### src/include/rrb_pkg.sv
// constants shared by the recent-result readback bank
package rrb_pkg;

    // ************************************************************
    // widths
    // ************************************************************
    localparam int unsigned ADDR_W   = 12;
    localparam int unsigned DATA_W   = 32;
    localparam int unsigned STRB_W   = 4;
    localparam int unsigned REG_W    = 8;
    localparam int unsigned RESULT_W = 16;
    localparam int unsigned CH_W     = 3;
    localparam int unsigned IDX_W    = 8;
    localparam int unsigned NUM_CH   = 6;
    localparam int unsigned ALERT_W  = 8;

    // ************************************************************
    // register indices (byte address is four times the index)
    // ************************************************************
    localparam logic [IDX_W-1:0] IDX_CH2_LOW  = 8'ha4;
    localparam logic [IDX_W-1:0] IDX_CH2_HIGH = 8'ha5;
    localparam logic [IDX_W-1:0] IDX_CH3_LOW  = 8'ha6;
    localparam logic [IDX_W-1:0] IDX_CH3_HIGH = 8'ha7;
    localparam logic [IDX_W-1:0] IDX_CH4_LOW  = 8'ha8;
    localparam logic [IDX_W-1:0] IDX_CH4_HIGH = 8'ha9;
    localparam logic [IDX_W-1:0] IDX_CH5_LOW  = 8'haa;
    localparam logic [IDX_W-1:0] IDX_CH5_HIGH = 8'hab;
    localparam logic [IDX_W-1:0] IDX_CH6_LOW  = 8'hac;
    localparam logic [IDX_W-1:0] IDX_CH6_HIGH = 8'had;
    localparam logic [IDX_W-1:0] IDX_CH7_LOW  = 8'hae;
    localparam logic [IDX_W-1:0] IDX_CH7_HIGH = 8'haf;
    localparam logic [IDX_W-1:0] IDX_TRIG_SEL = 8'hc3;

    // ************************************************************
    // field layout, channel range and reset values
    // ************************************************************
    localparam int unsigned HIGH_MSB = 15;
    localparam int unsigned HIGH_LSB = 8;
    localparam int unsigned LOW_MSB  = 7;
    localparam int unsigned LOW_LSB  = 0;
    localparam logic [CH_W-1:0]     FIRST_CH   = 3'h2;
    localparam logic [RESULT_W-1:0] RESULT_RST = 16'h0000;
    localparam logic [REG_W-1:0]    TRIG_RST   = 8'h00;
    localparam logic [DATA_W-1:0]   RDATA_RST  = 32'h0000_0000;

endpackage : rrb_pkg
### src/core/rrb_bank.sv
// recent-result readback bank with output-0 trigger select, APB slave
// Function
// each channel's high-byte register shows the top eight bits of its latest result.
// each channel's low-byte register shows the next eight bits of its latest result.
// after reset every result register reads zero until that channel converts.
// each channel's low byte sits at an even index and its high byte at the next odd one, ch7 last.
// an eight-bit read/write output-0 trigger-select register resets to zero.
// a set select bit lets that channel's alert flag trigger an update of output 0.
// both bytes of a pair update together on conversion and host writes to them do nothing.
`timescale 1ns/1ps
module rrb_bank
(
    input  wire logic                            clk_i,
    input  wire logic                            rst_i,
    input  wire logic                            psel_i,
    input  wire logic                            penable_i,
    input  wire logic                            pwrite_i,
    input  wire logic [rrb_pkg::ADDR_W-1:0]      paddr_i,
    input  wire logic [rrb_pkg::DATA_W-1:0]      pwdata_i,
    input  wire logic [rrb_pkg::STRB_W-1:0]      pstrb_i,
    output logic      [rrb_pkg::DATA_W-1:0]      prdata_o,
    output logic                                 pready_o,
    output logic                                 pslverr_o,
    input  wire logic                            conv_done_i,
    input  wire logic [rrb_pkg::CH_W-1:0]        conv_channel_i,
    input  wire logic [rrb_pkg::RESULT_W-1:0]    conv_result_i,
    input  wire logic [rrb_pkg::ALERT_W-1:0]     alert_flags_i,
    output logic      [rrb_pkg::REG_W-1:0]       output0_trigger_select_o,
    output logic                                 output0_update_o
);
    import rrb_pkg::*;

    // ************************************************************
    // state
    // ************************************************************
    logic [REG_W-1:0]    trig_sel_ff;
    logic [DATA_W-1:0]   prdata_ff;
    logic                pready_ff;
    logic                pslverr_ff;
    logic                update_ff;

    // ************************************************************
    // apb phase decode
    // ************************************************************
    // pready_ff masks the second access edge, so each transfer is taken once
    wire logic             access_w   = psel_i & penable_i & ~pready_ff;
    wire logic             rd_acc_w   = access_w & ~pwrite_i;
    wire logic             wr_acc_w   = access_w & pwrite_i;

    // ************************************************************
    // address decode
    // ************************************************************
    wire logic             lane_ok_w  = (paddr_i[1:0] == 2'h0);
    wire logic             top_ok_w   = (paddr_i[11:10] == 2'h0);
    wire logic             aligned_w  = lane_ok_w & top_ok_w;
    wire logic [IDX_W-1:0] idx_w      = paddr_i[9:2];
    wire logic             above_lo_w = (idx_w >= IDX_CH2_LOW);
    wire logic             below_hi_w = (idx_w <= IDX_CH7_HIGH);
    wire logic             hit_res_w  = aligned_w & above_lo_w & below_hi_w;
    wire logic             hit_trig_w = aligned_w & (idx_w == IDX_TRIG_SEL);
    wire logic             unmapped_w = ~(hit_res_w | hit_trig_w);
    wire logic [IDX_W-1:0] slot_w     = idx_w - IDX_CH2_LOW;
    // pairs are low-then-high, so bit 0 of the slot picks the byte
    wire logic [CH_W-1:0]  rd_ch_w    = hit_res_w ? slot_w[3:1] : 3'h0;
    wire logic             rd_high_w  = slot_w[0];

    // ************************************************************
    // conversion capture
    // ************************************************************
    // channels below the first one have no storage here and are dropped
    wire logic             conv_ok_w  = conv_done_i & (conv_channel_i >= FIRST_CH);
    wire logic [CH_W-1:0]  conv_idx_w = conv_channel_i - FIRST_CH;

    // ************************************************************
    // per-channel result pairs
    // ************************************************************
    logic [REG_W-1:0]      ch_rd_byte_w [NUM_CH];

    for (genvar c = 0; c < NUM_CH; c++)
    begin : g_ch
        localparam logic [CH_W-1:0] CH_SLOT = CH_W'(c);

        logic [REG_W-1:0]  high_ff;
        logic [REG_W-1:0]  low_ff;

        // both bytes share one strobe, so a read never sees a torn pair
        wire logic         capture_w = conv_ok_w & (conv_idx_w == CH_SLOT);
        wire logic         picked_w  = hit_res_w & (rd_ch_w == CH_SLOT);
        wire logic [REG_W-1:0] byte_w = rd_high_w ? high_ff
                                                  : low_ff;

        always_ff @(posedge clk_i or posedge rst_i)
        begin
            if (rst_i)
            begin
                high_ff <= RESULT_RST[HIGH_MSB:HIGH_LSB];
                low_ff  <= RESULT_RST[LOW_MSB:LOW_LSB];
            end
            else if (capture_w)
            begin
                high_ff <= conv_result_i[HIGH_MSB:HIGH_LSB];
                low_ff  <= conv_result_i[LOW_MSB:LOW_LSB];
            end
        end

        assign ch_rd_byte_w[c] = picked_w ? byte_w : 8'h00;
    end

    // ************************************************************
    // read selection
    // ************************************************************
    // at most one channel is picked, so an or across the lanes is the mux
    logic [REG_W-1:0]      res_chain_w [NUM_CH+1];

    assign res_chain_w[0] = 8'h00;

    for (genvar c = 0; c < NUM_CH; c++)
    begin : g_or
        assign res_chain_w[c+1] = res_chain_w[c] | ch_rd_byte_w[c];
    end

    wire logic [REG_W-1:0]  res_byte_w  = res_chain_w[NUM_CH];
    wire logic [REG_W-1:0]  trig_byte_w = hit_trig_w ? trig_sel_ff : 8'h00;
    wire logic [REG_W-1:0]  rd_byte_w   = res_byte_w | trig_byte_w;
    wire logic [DATA_W-1:0] nxt_prdata  = {24'h00_0000, rd_byte_w};

    // ************************************************************
    // write decode and trigger
    // ************************************************************
    // writes to result registers decode to nothing
    wire logic             trig_we_w    = wr_acc_w & hit_trig_w & pstrb_i[0];
    wire logic [REG_W-1:0] nxt_trig_sel = pwdata_i[REG_W-1:0];
    wire logic             nxt_pslverr  = access_w & unmapped_w;
    wire logic             alert_hit_w  = |(alert_flags_i & trig_sel_ff);

    // ************************************************************
    // registers
    // ************************************************************
    always_ff @(posedge clk_i or posedge rst_i)
    begin
        if (rst_i)
        begin
            trig_sel_ff <= TRIG_RST;
        end
        else if (trig_we_w)
        begin
            trig_sel_ff <= nxt_trig_sel;
        end
    end

    // one wait state: answer lands one edge after the access phase opens
    always_ff @(posedge clk_i or posedge rst_i)
    begin
        if (rst_i)
        begin
            pready_ff <= 1'b0;
        end
        else
        begin
            pready_ff <= access_w;
        end
    end

    always_ff @(posedge clk_i or posedge rst_i)
    begin
        if (rst_i)
        begin
            pslverr_ff <= 1'b0;
        end
        else
        begin
            pslverr_ff <= nxt_pslverr;
        end
    end

    // read data holds between reads, so a slow master can still pick it up
    always_ff @(posedge clk_i or posedge rst_i)
    begin
        if (rst_i)
        begin
            prdata_ff <= RDATA_RST;
        end
        else if (rd_acc_w)
        begin
            prdata_ff <= nxt_prdata;
        end
    end

    always_ff @(posedge clk_i or posedge rst_i)
    begin
        if (rst_i)
        begin
            update_ff <= 1'b0;
        end
        else
        begin
            update_ff <= alert_hit_w;
        end
    end

    assign prdata_o                 = prdata_ff;
    assign pready_o                 = pready_ff;
    assign pslverr_o                = pslverr_ff;
    assign output0_trigger_select_o = trig_sel_ff;
    assign output0_update_o         = update_ff;

endmodule : rrb_bank

### config.mk
export PLATFORM = sky130hd
export DESIGN_NAME = rrb_bank
export DESIGN_NICKNAME = d
export VERILOG_FILES = /design/src/include/rrb_pkg.sv /design/src/core/rrb_bank.sv
export SDC_FILE = /design/constraint.sdc
export NUM_CORES = 1
export LEC_CHECK = 0
export ABC_AREA = 1
export BUFFER_PORTS_ARGS = -buffer_cell sky130_fd_sc_hd__buf_4
export CAP_MARGIN = 20
export CORE_UTILIZATION = 48
export CTS_CLUSTER_SIZE = 28
export DETAILED_ROUTE_END_ITERATION = 12
export HOLD_SLACK_MARGIN = 0.08
export PLACE_DENSITY = 0.78
export SYNTH_ARGS = -nofsm -noshare
export SYNTH_HDL_FRONTEND = slang
export SYNTH_SLANG_ARGS = --single-unit
### constraint.sdc
create_clock -name clk_i -period 5.07 [get_ports clk_i]
set_input_delay 0.507 -clock clk_i [delete_from_list [all_inputs] [get_ports clk_i]]
set_output_delay 0.507 -clock clk_i [all_outputs]
set_load 0.005 [all_outputs]
======== Yosys cells after proc, flatten, opt, wreduce, memory -nomap -nowiden ========
Cells that the tools add are included.
W data, S select, Z words.
storage, ports and cells
  bits in registers ....................... 115
  input bits .............................. 81
  output and inout port bits .............. 43
operators by class
  add/subtract/negate cells ............... 2
  order comparisons ....................... 3
  equal/unequal tests ..................... 11
  muxes and demuxes ....................... 14
  bitwise logic cells ..................... 35
  reductions and logical operators ........ 5
operators by type and width
  cell                   count
  $mux W8                13
  $or A8 B8 Y8           6
  $and A1 B1 Y1          24
  $eq A3 B2 Y1 const B   4
  $eq A3 B3 Y1 const B   4
  $and A8 B8 Y8          1
  $eq A8 B8 Y1 const B   1
  $ge A8 B8 Y1 const B   1
  $le A8 B8 Y1 const B   1
  $reduce_or A8 Y1       1
  $eq A3 B1 Y1 const B   2
  $logic_not A3 Y1       2
  $logic_not A2 Y1       2
  $sub A4 B3 Y4 const B  1
  $ge A3 B2 Y1 const B   1
  $mux W3                1
  $not A1 Y1             3
  $sub A3 B2 Y3 const B  1
  $or A1 B1 Y1           1

======== Depth between registers and ports, before layout ========
  word-level depth ........................ 14
  mapped depth ............................ 12

======== Worst setup path after synthesis ========
No wires, ideal clock.
  path type ............................... input-to-reg
  start point ............................. input port paddr_i[4] (netlist name)
  end point ............................... register prdata_ff[5] (netlist: prdata_o[5])
  arrival time ............................ 1.701 ns
  path slack .............................. 3.298 ns
  stages on the path ...................... 9
  buffers on the path ..................... 0
  path through ............................ inv_1 -> ha_1 -> nor3_2 -> nand3_1 -> a21oi_1 -> nor2_1 -> nand2_1 -> nor2_1 -> nor2_1
between the ends
  longest elaborated chain between the ends .. 13
ends and longest elaborated chain
  what                                              RTL line         RTL
  start: declaration                                rrb_bank.sv:18   input wire logic [rrb_pkg::ADDR_W-1:0] paddr_i,
  $ge A8 B8 Y1                                      rrb_bank.sv:57   wire logic above_lo_w = (idx_w >= IDX_CH2_LOW);
  $and A1 B1 Y1 (2 in series)                       rrb_bank.sv:59   wire logic hit_res_w = aligned_w & above_lo_w & below_hi_w;
  $mux W3                                           rrb_bank.sv:64   wire logic [CH_W-1:0] rd_ch_w = hit_res_w ? slot_w[3:1] : 3'h0;
  $eq A3 B1 Y1 or $logic_not A3 Y1 (tied branches)  rrb_bank.sv:88   wire logic picked_w = hit_res_w & (rd_ch_w == CH_SLOT);
  $and A1 B1 Y1                                     rrb_bank.sv:88
  $mux W8                                           rrb_bank.sv:106  assign ch_rd_byte_w[c] = picked_w ? byte_w : 8'h00;
  $or A8 B8 Y8 (5 in series)                        rrb_bank.sv:119  assign res_chain_w[c+1] = res_chain_w[c] | ch_rd_byte_w[c];
  $or A8 B8 Y8 (*)                                  rrb_bank.sv:124  wire logic [REG_W-1:0] rd_byte_w = res_byte_w | trig_byte_w;
  end signal: assignment                            rrb_bank.sv:185  prdata_ff <= nxt_prdata;
  end: declaration                                  rrb_bank.sv:37   logic [DATA_W-1:0] prdata_ff;
Every way passes the cells marked *; elsewhere a longest branch is shown, timed or not.
A chain may end at the register's enable or synchronous reset.

======== Final worst setup path ========
  start point ............................. input port paddr_i[2] (netlist name)
  end point ............................... register prdata_ff[5] (netlist: prdata_o[5])
Same word-level chain as after synthesis.

==> impl_results.md <==
- Hold Buf Count CTS: 0
- Dpl ws: about 2 ns
- Post-Syn Area: 0.005614 mm²
- Worst R2R Setup Slack: 3.08 ns
- Post-Route WL: between 10,000 and 15,000 µm
- Worst EP arrival: 3.09 ns
- Die H: 110.2 µm
- Critical path, cell by cell: buf_4 > inv_2 > nand3_1 > nand2_2 > nand4_1 > nor2_1 > nor2_1 > nand2_1 > nor2_1 > nor2_1
- YS warnings: 0
- Worst Path Required: 5.36 ns
- Final Non-Filler Cells: 910
- Final period utilization: 0.5528
- Critical Path Max Stage Delay: roughly 0.57 ns
- Clk_lat worst skew: 0.41 ns
- Ant diodes: 0
- Pwr Density: roughly 400 mW/mm²
- CTS clk-pin slew, worst paths: 0.05 ns
- Final Core Density: 0.5843
- Crit-path max FO: 50
- # resized after CTS: 0
- RSZ-0062 raised after global routing: false
- Worst R2R Path Depth: 8
- Peak supply drop: a little over 0.0002 V
- Slew @ Worst Pin: 0.7283 ns
- Worst setup EP type: flop
- Critical setup path kind: in2reg
- DR iter-0 viols: roughly 350
- Clock buffer depth: 2
- Max_slew headroom: 0.5145
- Grt ovf: 0
- NumNets Final: roughly 840
- Port Buffers: 72
- Iteration count of the initial detailed-routing pass: 7
- Synth top area cells: dfrtp_1 51%, nand2_1 15%, o21ai_0 7.7%
- Worst setup margin: 2.267 ns
- Critical Path Slowest Stage Cell: nand4_1
- Pin count of the biggest net entering global routing: around 60
- Routed WL per cell: about 15 µm
- Clk root buf: clkbuf_16
- Area grow syn2layout: 18.83%
- Distinct cells, synth: 27
- IO Pins: 124
- Max cap viols: 0
- Hold crit path type: in2async
- Register area share after synthesis: 0.5126
- Layout cells sized above 1: 0.1604
- Fin Clk Skew: about 0.0065 ns
- Largest area contributor in the netlist: dfrtp_1
- Slew Viols, Final: 0
- Total global-route track usage: 0.2480
- Final min period: about 2.8 ns
- DRC: 0
- Total number of vias: a little under 5,000
- Vias per inst: 5.449
- Syn Area/Cell: 8.113 µm²
- Fillers: 980
- Initial Utilization: 0.4917
- Setup TNS: 0 ns
- Fmax: 356.8 MHz
- CTS Sinks: 115
- Post-CTS setup repair buffer count: 0
- First-pass GRT wire length: 22,220 µm
- Crit Reg-Reg Startpoint: pready_o
- Antenna violations before repair: 0
- Width of the die: about 110 µm
- Vias in the first global route: 4,590
- H-tree Lvls: 4
- Final instance area: ~0.0067 mm²
- FF-to-FF End: prdata_o[7]
- CTS buffer count: 17
- Die Area: 0.01213 mm²
- Final setup violating endpoints: 0
- Routability Congestion: 0.8148
- Cell count after synthesis: 692
- Static leakage power: about 0.0034 µW
- Final Hold Vio Count: 0
- Core area: 0.01142 mm²
- #FFs+latches synth: 115
- Delay-heaviest family, CP: simple AND/OR/NAND/NOR gates
- Dpl cells: 880
- Status: completed
- Row cnt: 39
- Most common cell on crit path: nor2_1
- ANT nets after route: 0
- CTS tree: yes
- Top cell type's share of synthesized area: 0.5126
- Startpoint Class: input port
- Area post-placement: roughly 0.0061 mm²
- Sum of buffers and inverters on the critical path: 2
- DP Wirelength: 9188 µm
-- worst reg2reg max path, stage by stage, from the launching register on --
cell     delay, ns
dfrtp_1       0.38
nor2_2        0.17
inv_1         0.08
nor2_2        0.52
nand3_1       0.22
nor2_1        0.15
nand2_1       0.06
nor2_1        0.20
nor2_1        0.07
-- metal layers --
metal  up-vias  track usage  share of wire
met2       284       0.3969           0.46
met4         0      0.07519          0.013
met3        22      0.07349           0.10
met1      2329       0.3262           0.43
met5         -            0              0
li1       2324            -              -
-- cells in the mapped netlist --
master,n
nand3_1,38
inv_1,36
inv_2,2
o21ai_0,86
nor3_2,2
dfrtp_1,115
a21boi_2,1
a21oi_1,9
nand2_1,217
conb_1,1
nor2_2,4
nand4_2,1
nand3_2,1
nand2_2,1
o21ai_1,18
a22o_1,1
buf_2,22
clkbuf_1,8
mux2i_1,16
nand4_1,16
a211oi_1,1
buf_4,26
a221oi_1,2
nor2_1,62
nor2_4,1
buf_6,1
ha_1,4
-- how the worst max path moves through the flow --
stage,startpoint,endpoint,cells after the start
final,paddr_i[2],prdata_o[5],10
after CTS,paddr_i[2],prdata_o[5],10
after global placement,paddr_i[2],prdata_o[7],10
after global routing,paddr_i[2],prdata_o[6],10
after floorplan,rst_i,g_ch[0].high_ff[0],1
after detailed placement,paddr_i[2],prdata_o[5],10
-- power by group --
part           switching, µW  total [µW]  internal (µW)
logic                    230         402            173
clock network            398        1050            650
registers                112        1230           1120
-- cell usage in the layout, fill, tap and decap left out, types with 2 or more instances in the layout --
cell	count
buf_8	2
clkinv_2	6
nand3_1	38
a21oi_1	9
ha_1	4
a221oi_1	2
nor2_2	4
mux2i_1	16
inv_1	35
clkinvlp_4	3
nor2_1	62
inv_2	2
clkbuf_8	3
dfrtp_1	115
nand4_1	16
nand2_1	217
o21ai_0	86
clkbuf_16	17
conb_1	24
buf_4	77
nor3_2	2
o21ai_1	18
-- final cells by class --
cell class	instances	area, µm²	share of cell area
flip-flops and latches	115	2878	0.4314
multi-input cells	505	2333	0.3498
repair buffers	79	608.1	0.09115
clock buffers	20	466.7	0.06996
well taps	143	178.9	0.02682
inverters	38	145.1	0.02176
clock inverters	10	61.31	0.009190
-- metrics by stage --
| step | hold slack (ns) | total power [µW] |
|---|---|---|
| floorplan | 0.4523 | 1508 |
| global route | 0.2681 | 2829 |
| global placement | 0.4398 | 1605 |
| finish | 0.2062 | 2685 |
| CTS | 0.2468 | 2693 |
| detailed placement | 0.4511 | 1640 |
-- flip-flops by register name, summed over array words and instances (netlist names) --
| register | count |
|---|---|
| output0_trigger_select_o | 8 |
| pslverr_o | 1 |
| pready_o | 1 |
| output0_update_o | 1 |
| g_ch.low_ff | 48 |
| g_ch.high_ff | 48 |
| prdata_o | 8 |
-- cells by family after synthesis --
family	share of synthesized area
AND/OR/NAND/NOR	0.2534
flip-flops	0.5126
AO/OA/AOI/OAI	0.1088
other	0.0006680
buffers and inverters	0.08714
multiplexers	0.02853
adder cells (fa/ha/maj)	0.008915
(Power assumes the default switching activity.)
